==> config.mk <==
export PLATFORM = sky130hd
export DESIGN_NAME = fwc_cmd_port
export DESIGN_NICKNAME = d
export VERILOG_FILES = /design/src/common/fwc_pkg.sv /design/src/hdl/fwc_cmd_port.sv /design/src/hdl/fwc_page_buf.sv
export SDC_FILE = /design/constraint.sdc
export NUM_CORES = 1
export LEC_CHECK = 0
export ABC_CLOCK_PERIOD_IN_PS = 3000
export BUFFER_PORTS_ARGS = -buffer_cell sky130_fd_sc_hd__buf_2
export CAP_MARGIN = 10
export CORE_MARGIN = 2
export CORE_UTILIZATION = 56
export CTS_BUF_LIST = sky130_fd_sc_hd__clkbuf_8 sky130_fd_sc_hd__clkbuf_16
export CTS_CLUSTER_DIAMETER = 100
export CTS_CLUSTER_SIZE = 30
export DETAILED_ROUTE_END_ITERATION = 6
export HOLD_SLACK_MARGIN = 0.15
export PLACE_DENSITY = 0.76
export SLEW_MARGIN = 20
export SYNTH_ARGS = -nofsm -noshare
export SYNTH_HDL_FRONTEND = slang
export SYNTH_SLANG_ARGS = --single-unit
==> constraint.sdc <==
create_clock -name clock -period 3 [get_ports clock]
set_clock_uncertainty 0.1 [all_clocks]
set_input_delay 0 -clock clock [delete_from_list [all_inputs] [get_ports clock]]
set_output_delay 0 -clock clock [all_outputs]
set_load 0.005 [all_outputs]
==> src/common/fwc_pkg.sv <==
// fwc_pkg: constants for the flash writer command port
// assumes a 125 MHz system clock; times are converted to cycles here
package fwc_pkg;
    localparam int unsigned CLK_MHZ          = 125;
    // power-on waits, in ms as printed
    localparam int unsigned OSC_STAB_MS      = 40;
    localparam int unsigned SETUP_MS         = 10;
    localparam int unsigned OSC_STAB_CYC     = OSC_STAB_MS * 1000 * CLK_MHZ;
    localparam int unsigned SETUP_CYC        = SETUP_MS * 1000 * CLK_MHZ;
    // command codes
    localparam logic [7:0]  CMD_READ         = 8'h00;
    localparam logic [7:0]  CMD_PROGRAM      = 8'h40;
    localparam logic [7:0]  CMD_ERASE        = 8'h20;
    localparam logic [7:0]  CMD_STATUS       = 8'h71;
    localparam logic [7:0]  FILL_BYTE        = 8'hff;
    localparam logic [7:0]  BLK_LOW_A        = 8'h00;
    localparam logic [7:0]  BLK_LOW_B        = 8'h80;
    // return code bit positions
    localparam int unsigned RC_ABNORMAL      = 7;
    localparam int unsigned RC_CMD_ERR       = 6;
    localparam int unsigned RC_PROG_ERR      = 5;
    localparam int unsigned RC_ERASE_ERR     = 4;
    localparam int unsigned RC_COUNT_ERR     = 1;
    localparam int unsigned RC_ADDR_ERR      = 0;
    localparam logic [7:0]  RC_RESET         = 8'h00;
    // array operation duration defaults (cycles, kept short-able via parameters)
    localparam int unsigned PROG_CYC_DEF     = 1000;
    localparam int unsigned ERASE_CYC_DEF    = 4000;
    typedef enum logic [3:0] {
        FWC_ST_OSC, FWC_ST_SETUP, FWC_ST_READ, FWC_ST_WAIT, FWC_ST_PGM_ADDR,
        FWC_ST_PGM_DATA, FWC_ST_PGM_BUSY, FWC_ST_ERS_2ND, FWC_ST_ERS_BUSY,
        FWC_ST_STS_2ND, FWC_ST_STATUS, FWC_ST_POLL
    } fwc_state_e;
endpackage

==> src/hdl/fwc_cmd_port.sv <==
// fwc_cmd_port: writer-mode command sequencer of the on-chip flash
// assumes programmer pins arrive asynchronously; array engine is a simple handshake
// Function
// - after program, erase or status read the device waits for a command
// - memory read mode accepts commands like the command wait state
// - memory read serves any number of reads without new commands
// - after power-on the device lands in memory read mode
// - commands ignored during 40 ms and 10 ms start-up waits
// - block address low byte not 00 or 80 still writes but flags error
// - block address captured only in the second command cycle
// - polling flags hold until next command, readable with ce and oe
// - erase always clears the whole array
// - return code holds until a non-status command arrives
// - return code resets to zero; bits give abnormal end and error kinds
// - polling outputs busy 00, abnormal end 10, normal end 11, rest zero
// - codes: 00 read, 40 program, 20 twice erase, 71 twice status
`timescale 1ns/1ps
module fwc_cmd_port
    import fwc_pkg::*;
#(
    parameter int unsigned OSC_CYC   = OSC_STAB_CYC,
    parameter int unsigned SETUP_CY  = SETUP_CYC,
    parameter int          BLK_BYTES = 128,
    parameter int          AW        = 16
) (
    input  wire logic          clock,
    input  wire logic          rstn,
    input  wire logic          chip_sel_n,
    input  wire logic          out_en_n,
    input  wire logic          wr_en_n,
    input  wire logic          program_voltage_enable,
    input  wire logic [AW-1:0] array_address_lines,
    input  wire logic [7:0]    byte_data_in,
    output logic      [7:0]    byte_data_lines,
    output logic               byte_data_oe,
    output logic               end_status_flag_line,
    output logic               outcome_flag_line,
    // array engine side
    output logic               arr_prog_start,
    output logic               arr_erase_start,
    output logic      [AW-1:0] arr_addr,
    output logic      [7:0]    pbuf_rd_data,
    input  wire logic [6:0]    pbuf_rd_addr,
    input  wire logic [7:0]    arr_rd_data,
    input  wire logic          arr_done,
    input  wire logic          arr_fail,
    input  wire logic          arr_count_over
);

    // three-stage sync on control pins, two stages on data and address; a level counts once stages two and three agree
    logic [2:0] ce_s, oe_s, we_s, pve_s;
    logic [7:0] d_s1, d_s2;
    logic [AW-1:0] a_s1, a_s2;
    logic we_prev_reg, we_prev_next;
    always_ff @(posedge clock) begin
        ce_s <= {ce_s[1:0], chip_sel_n};
        oe_s <= {oe_s[1:0], out_en_n};
        we_s <= {we_s[1:0], wr_en_n};
        pve_s <= {pve_s[1:0], program_voltage_enable};
        d_s1 <= byte_data_in;
        d_s2 <= d_s1;
        a_s1 <= array_address_lines;
        a_s2 <= a_s1;
    end
    wire logic ce_lo = !ce_s[1] && !ce_s[2];
    wire logic oe_lo = !oe_s[1] && !oe_s[2];
    wire logic we_hi = we_s[1] && we_s[2];
    wire logic we_lo = !we_s[1] && !we_s[2];
    // write strobe taken at the rising edge of write enable
    wire logic wr_stb = ce_lo && we_hi && !we_prev_reg;

    fwc_state_e st_reg, st_next;
    logic [22:0] cnt_reg, cnt_next;
    logic [7:0]  blk_reg, blk_next;
    logic [7:0]  rc_reg, rc_next;
    logic [1:0]  poll_reg, poll_next;
    logic [AW-1:0] addr_reg, addr_next;
    logic        pgo_reg, pgo_next, ego_reg, ego_next;

    always_comb begin
        st_next      = st_reg;
        cnt_next     = cnt_reg;
        blk_next     = blk_reg;
        rc_next      = rc_reg;
        poll_next    = poll_reg;
        addr_next    = addr_reg;
        pgo_next     = 1'b0;
        ego_next     = 1'b0;
        we_prev_next = we_lo ? 1'b0 : (we_hi ? 1'b1 : we_prev_reg);
        case (st_reg)
            FWC_ST_OSC: begin
                cnt_next = cnt_reg + 23'h1;
                if (cnt_reg >= 23'(OSC_CYC - 1)) begin
                    cnt_next = '0;
                    st_next  = FWC_ST_SETUP;
                end
            end
            FWC_ST_SETUP: begin
                cnt_next = cnt_reg + 23'h1;
                if (cnt_reg >= 23'(SETUP_CY - 1)) begin
                    cnt_next = '0;
                    st_next  = FWC_ST_READ;
                end
            end
            FWC_ST_READ, FWC_ST_WAIT, FWC_ST_STATUS, FWC_ST_POLL: begin
                if (wr_stb) begin
                    // polling flags cleared by any write
                    poll_next = 2'b00;
                    // return code cleared only by non-status
                    if (d_s2 != CMD_STATUS) begin
                        rc_next = RC_RESET;
                    end
                    case (d_s2)
                        CMD_READ:    st_next = FWC_ST_READ;
                        CMD_PROGRAM: st_next = FWC_ST_PGM_ADDR;
                        CMD_ERASE:   st_next = FWC_ST_ERS_2ND;
                        CMD_STATUS:  st_next = FWC_ST_STS_2ND;
                        default: begin
                            rc_next[RC_ABNORMAL] = 1'b1;
                            rc_next[RC_CMD_ERR]  = 1'b1;
                            st_next              = FWC_ST_WAIT;
                        end
                    endcase
                end
            end
            FWC_ST_PGM_ADDR: begin
                if (wr_stb) begin
                    addr_next = a_s2;
                    if (a_s2[7:0] != BLK_LOW_A && a_s2[7:0] != BLK_LOW_B) begin
                        rc_next[RC_ABNORMAL] = 1'b1;
                        rc_next[RC_ADDR_ERR] = 1'b1;
                    end
                    blk_next = 8'h1;
                    st_next  = (BLK_BYTES == 1) ? FWC_ST_PGM_BUSY : FWC_ST_PGM_DATA;
                    pgo_next = (BLK_BYTES == 1);
                end
            end
            FWC_ST_PGM_DATA: begin
                if (wr_stb) begin
                    blk_next = blk_reg + 8'h1;
                    if (blk_reg == 8'(BLK_BYTES - 1)) begin
                        st_next  = FWC_ST_PGM_BUSY;
                        pgo_next = 1'b1;
                    end
                end
            end
            FWC_ST_ERS_2ND, FWC_ST_STS_2ND: begin
                if (wr_stb) begin
                    if (d_s2 == st_cmd(st_reg) && (st_reg == FWC_ST_STS_2ND ||
                            (pve_s[1] && pve_s[2]))) begin
                        ego_next = (st_reg == FWC_ST_ERS_2ND);
                        st_next  = (st_reg == FWC_ST_ERS_2ND) ? FWC_ST_ERS_BUSY
                                                               : FWC_ST_STATUS;
                    end else begin
                        rc_next[RC_ABNORMAL] = 1'b1;
                        rc_next[RC_CMD_ERR]  = 1'b1;
                        st_next              = FWC_ST_WAIT;
                    end
                end
            end
            FWC_ST_PGM_BUSY, FWC_ST_ERS_BUSY: begin
                poll_next = 2'b00;
                if (arr_done) begin
                    if (arr_fail || rc_reg[RC_ABNORMAL]) begin
                        rc_next[RC_ABNORMAL] = 1'b1;
                        rc_next[RC_PROG_ERR] = rc_reg[RC_PROG_ERR] || (st_reg == FWC_ST_PGM_BUSY);
                        rc_next[RC_ERASE_ERR] = (st_reg == FWC_ST_ERS_BUSY);
                        rc_next[RC_COUNT_ERR] = arr_count_over;
                        poll_next = 2'b10;
                    end else begin
                        poll_next = 2'b11;
                    end
                    st_next = FWC_ST_POLL;
                end
            end
            default: st_next = FWC_ST_WAIT;
        endcase
    end

    function automatic logic [7:0] st_cmd(input fwc_state_e s);
        st_cmd = (s == FWC_ST_ERS_2ND) ? CMD_ERASE : CMD_STATUS;
    endfunction

    always_ff @(posedge clock) begin
        if (!rstn) begin
            st_reg      <= FWC_ST_OSC;
            cnt_reg     <= '0;
            blk_reg     <= '0;
            rc_reg      <= RC_RESET;
            poll_reg    <= 2'b00;
            addr_reg    <= '0;
            pgo_reg     <= 1'b0;
            ego_reg     <= 1'b0;
            we_prev_reg <= 1'b1;
        end else begin
            st_reg      <= st_next;
            cnt_reg     <= cnt_next;
            blk_reg     <= blk_next;
            rc_reg      <= rc_next;
            poll_reg    <= poll_next;
            addr_reg    <= addr_next;
            pgo_reg     <= pgo_next;
            ego_reg     <= ego_next;
            we_prev_reg <= we_prev_next;
        end
    end

    // data byte k lands at index k; byte 0 is the address cycle's data
    fwc_page_buf #(.DEPTH(BLK_BYTES), .AW(7)) u_buf (
        .clock   (clock),
        .wr_en   (wr_stb && (st_reg == FWC_ST_PGM_ADDR || st_reg == FWC_ST_PGM_DATA)),
        .wr_addr ((st_reg == FWC_ST_PGM_ADDR) ? 7'h00 : blk_reg[6:0]),
        .wr_data (d_s2),
        .rd_addr (pbuf_rd_addr),
        .rd_data (pbuf_rd_data)
    );

    assign arr_prog_start  = pgo_reg;
    assign arr_erase_start = ego_reg;
    // read address follows the pins in read mode; block address otherwise
    assign arr_addr        = (st_reg == FWC_ST_READ) ? a_s2 : addr_reg;

    logic [7:0] dout_reg, dout_next;
    always_comb begin
        // reads repeat freely in read mode
        if (st_reg == FWC_ST_READ) begin
            dout_next = arr_rd_data;
        end else if (st_reg == FWC_ST_STATUS) begin
            // return code, undefined bits read zero
            dout_next = rc_reg & 8'hf3;
        end else begin
            dout_next = {poll_reg, 6'h00};
        end
    end
    always_ff @(posedge clock) begin
        if (!rstn) begin
            dout_reg <= 8'h00;
        end else begin
            dout_reg <= dout_next;
        end
    end

    assign byte_data_lines      = dout_reg;
    assign byte_data_oe         = ce_lo && oe_lo && we_hi;
    assign end_status_flag_line = poll_reg[1];
    assign outcome_flag_line    = poll_reg[0];
endmodule

==> src/hdl/fwc_page_buf.sv <==
// fwc_page_buf: one block of program data, one write and one read port
// assumes single clock; read data registered
`timescale 1ns/1ps
module fwc_page_buf #(
    parameter int DEPTH = 128,
    parameter int AW    = 7
) (
    input  wire logic          clock,
    input  wire logic          wr_en,
    input  wire logic [AW-1:0] wr_addr,
    input  wire logic [7:0]    wr_data,
    input  wire logic [AW-1:0] rd_addr,
    output logic      [7:0]    rd_data
);
    logic [7:0] mem [DEPTH];

    always_ff @(posedge clock) begin
        if (wr_en) begin
            mem[wr_addr] <= wr_data;
        end
        rd_data <= mem[rd_addr];
    end
endmodule
==> flow_summary.toml <==
[status]
status = "finished clean"

[cells_and_area]
nets = 2660
largest_reg_flops = 1024
drive_gt1_share_pct = 26.1
final_cells = 3684
area_growth_pct = 11.7
final_core_util_pct = 63.1
fin_area_um2 = 49700
final_common_cell = "edfxtp_1"
layout_common_cells = "edfxtp_1 (1,024), mux4_2 (256), buf_4 (200)"

[synthesis]
synth-edff-count = 1024
ys_types = 75
syn_area_um2 = 44500
async_flop_share_pct = 0
ys_ff_latch = 1162
yosys_warnings = 0
postSynthAreaPerCell_um2 = 19.4
synth_top_area_share_pct = 69.2
synthCells = 2287
yosys-top-cells-area = "edfxtp_1 (69%), mux4_2 (13%), dfxtp_1 (6.2%)"
syn_nets = 2339
synth_area_leader_cell = "edfxtp_1"
ys_seq_area_share_pct = 75.4
yosys_most_used_dff = "edfxtp_1"

[global_routing]
antenna_found_initial = 5
grt_max_degree = 130
first_global_vias = 23600
groute.usage.overall_pct = 25.3
overflow = 0
grt_pass1_wl_um = 153000

[worst_setup_path]
startpoint_type = "register"
critical_path.endpoint = "poll_reg[0]"
critical_path_required_ns = 3.48
crit_arrival_ns = 3.34
reg2reg_from = "st_reg[3]"
worstReg2RegEnd = "poll_reg[0]"
critPathCaptureType = "register"
r2r_cells = 8
reg2reg_slack_ns = 0.14
crit_path_start = "st_reg[3]"
crit_type = "register to register"
crit_fanout = 21

[route]
drtIter0Drc = 3011
via_per_inst = 6.40
route.detailed.drc = 0
wire_per_inst_um = 27.7
vias = 23600
drt-total-wl_um = 102000
drt_first_pass_iters = 6
ant_nets = 0

[die]
initial_utilization_pct = 56.5
die_h_um = 286
die-width_um = 286
rows = 103
dieArea_um2 = 81700
ios = 85
coreArea_um2 = 78700

[sta]
holdWs_ns = 0.223
fmax_mhz = 349
slew_headroom_pct = 33.3
grt_setup_unrepaired = "false"
slew_violations = 0
setup_viol = 0
final.setup.tns_ns = 0
timing.final.crit_period_ns = 2.86
timing.final.crit_share_pct = 95.4
worst_pin_slew_ns = 1.00
final_hold_viol_count = 0

[flow_run]
max_cap_violations = 0

[cts]
h-tree-depth = 2
insertion_delay_ns = 0.63
cts_sinks = 1162
cts_buffers = 45
cts.clk_slew.worst_paths_ns = 0.11
clk_path_buf_depth = 3
cts_tree = "built"
cts_setup_buffers = 0
cts_root_buffer = "clkbuf_16"

[placement]
portBuffers = 84
hpwlAfterDp_um = 65800
gp_congestion = 0.966
placed_cell_area_um2 = 47500
dp_cells = 3523

[power_and_ir_drop]
irDropWorstVdd_uv = 383
power.density_nw_per_um2 = 531
leakagePower_nw = 16.0

[worst_hold_path]
hold_path.class = "input pin to register"
power breakdown:
| part | internal, mW | total [mW] | switching [mW] |
|---|---|---|---|
| sequential | 17.6 | 17.7 | 0.0984 |
| combinational | 0.563 | 1.31 | 0.749 |
| clock | 2.79 | 7.36 | 4.57 |
| total | 21.0 | 26.4 | 5.42 |
kinds of logic after synthesis:
logic type	Yosys count	synth area share (%)
flip-flops	1162	75.4
AND/OR/NAND/NOR	450	4.85
multiplexers	327	14.7
AO/OA/AOI/OAI	204	3.24
buffers and inverters	117	1.26
XOR/XNOR	22	0.433
adder cells (fa/ha/maj)	5	0.135
synth_stat cells (10+ instances only):
cell type / instances
mux4_2: 256
nor2b_1: 12
edfxtp_1: 1024
o21ai_0: 20
clkbuf_1: 47
nor2_2: 10
nand2_1: 87
a21oi_1: 28
and3_1: 12
buf_2: 35
mux2_2: 49
nand3_1: 47
nor2_1: 178
mux2i_1: 22
nor4_1: 29
a221oi_1: 16
nor3_1: 18
buf_4: 18
buf_1: 11
o22ai_1: 80
dfxtp_1: 138
xor2_1: 15
nand4_1: 10
worst min-delay path by stage:
stage	start	to	slack [ns]	cells after the start
2_1_floorplan	array_address_lines[0]	a_s1[0]	-0.07	0
3_3_place_gp	byte_data_in[3]	d_s1[3]	0.002	1
3_5_place_dp	byte_data_in[7]	d_s1[7]	0.004	1
4_1_cts	rstn	we_prev_reg	0.18	4
5_1_grt	pbuf_rd_addr[2]	u_buf.rd_data[0]	0.23	6
6_report	pbuf_rd_addr[3]	u_buf.rd_data[4]	0.22	5
per-layer routing:
layer	GRT usage, %	vias to the layer above	part of all wire, %
li1	-	9922	-
met1	34.4	12100	37
met2	42.1	1291	50
met3	4.61	204	9.1
met4	8.04	8	3.5
met5	0	-	0.054
area by class of cell:
class | instances | area, um2
inverters | 5 | 18.8
clock inverters | 27 | 140
flip-flops and latches | 1162 | 33500
diodes | 1 | 2.50
well taps | 1050 | 1310
fillers | 5162 | 29100
repair buffers | 386 | 3100
clock buffers | 45 | 1130
multi-input cells | 1008 | 10400
critical path, stage by stage, from the launching register on:
cell and delay [ns]:
dfxtp_1 0.38, buf_4 0.25, nor3b_4 0.33, nor2_1 0.08, nor2_1 0.23, nand3_1 0.10, dlygate4sd3_1 0.57, a21oi_1 0.16
dlygate4sd3_1 0.60
per-stage QoR:
step / setup slack [ns] / total power [mW]
floorplan: 0.270 / 18.8
global placement: 0.135 / 19.3
detailed placement: 0.118 / 19.3
CTS: 0.174 / 26.5
global route: 0.0322 / 27.1
finish: 0.138 / 26.4
repair_timing:
item,4_1_cts,5_1_grt
resized for setup,0,2
hold buffers,88,0
endpoints found under the hold margin,89,0
endpoints found under the setup margin,0,7
Power figures use the tool's default switching activity.
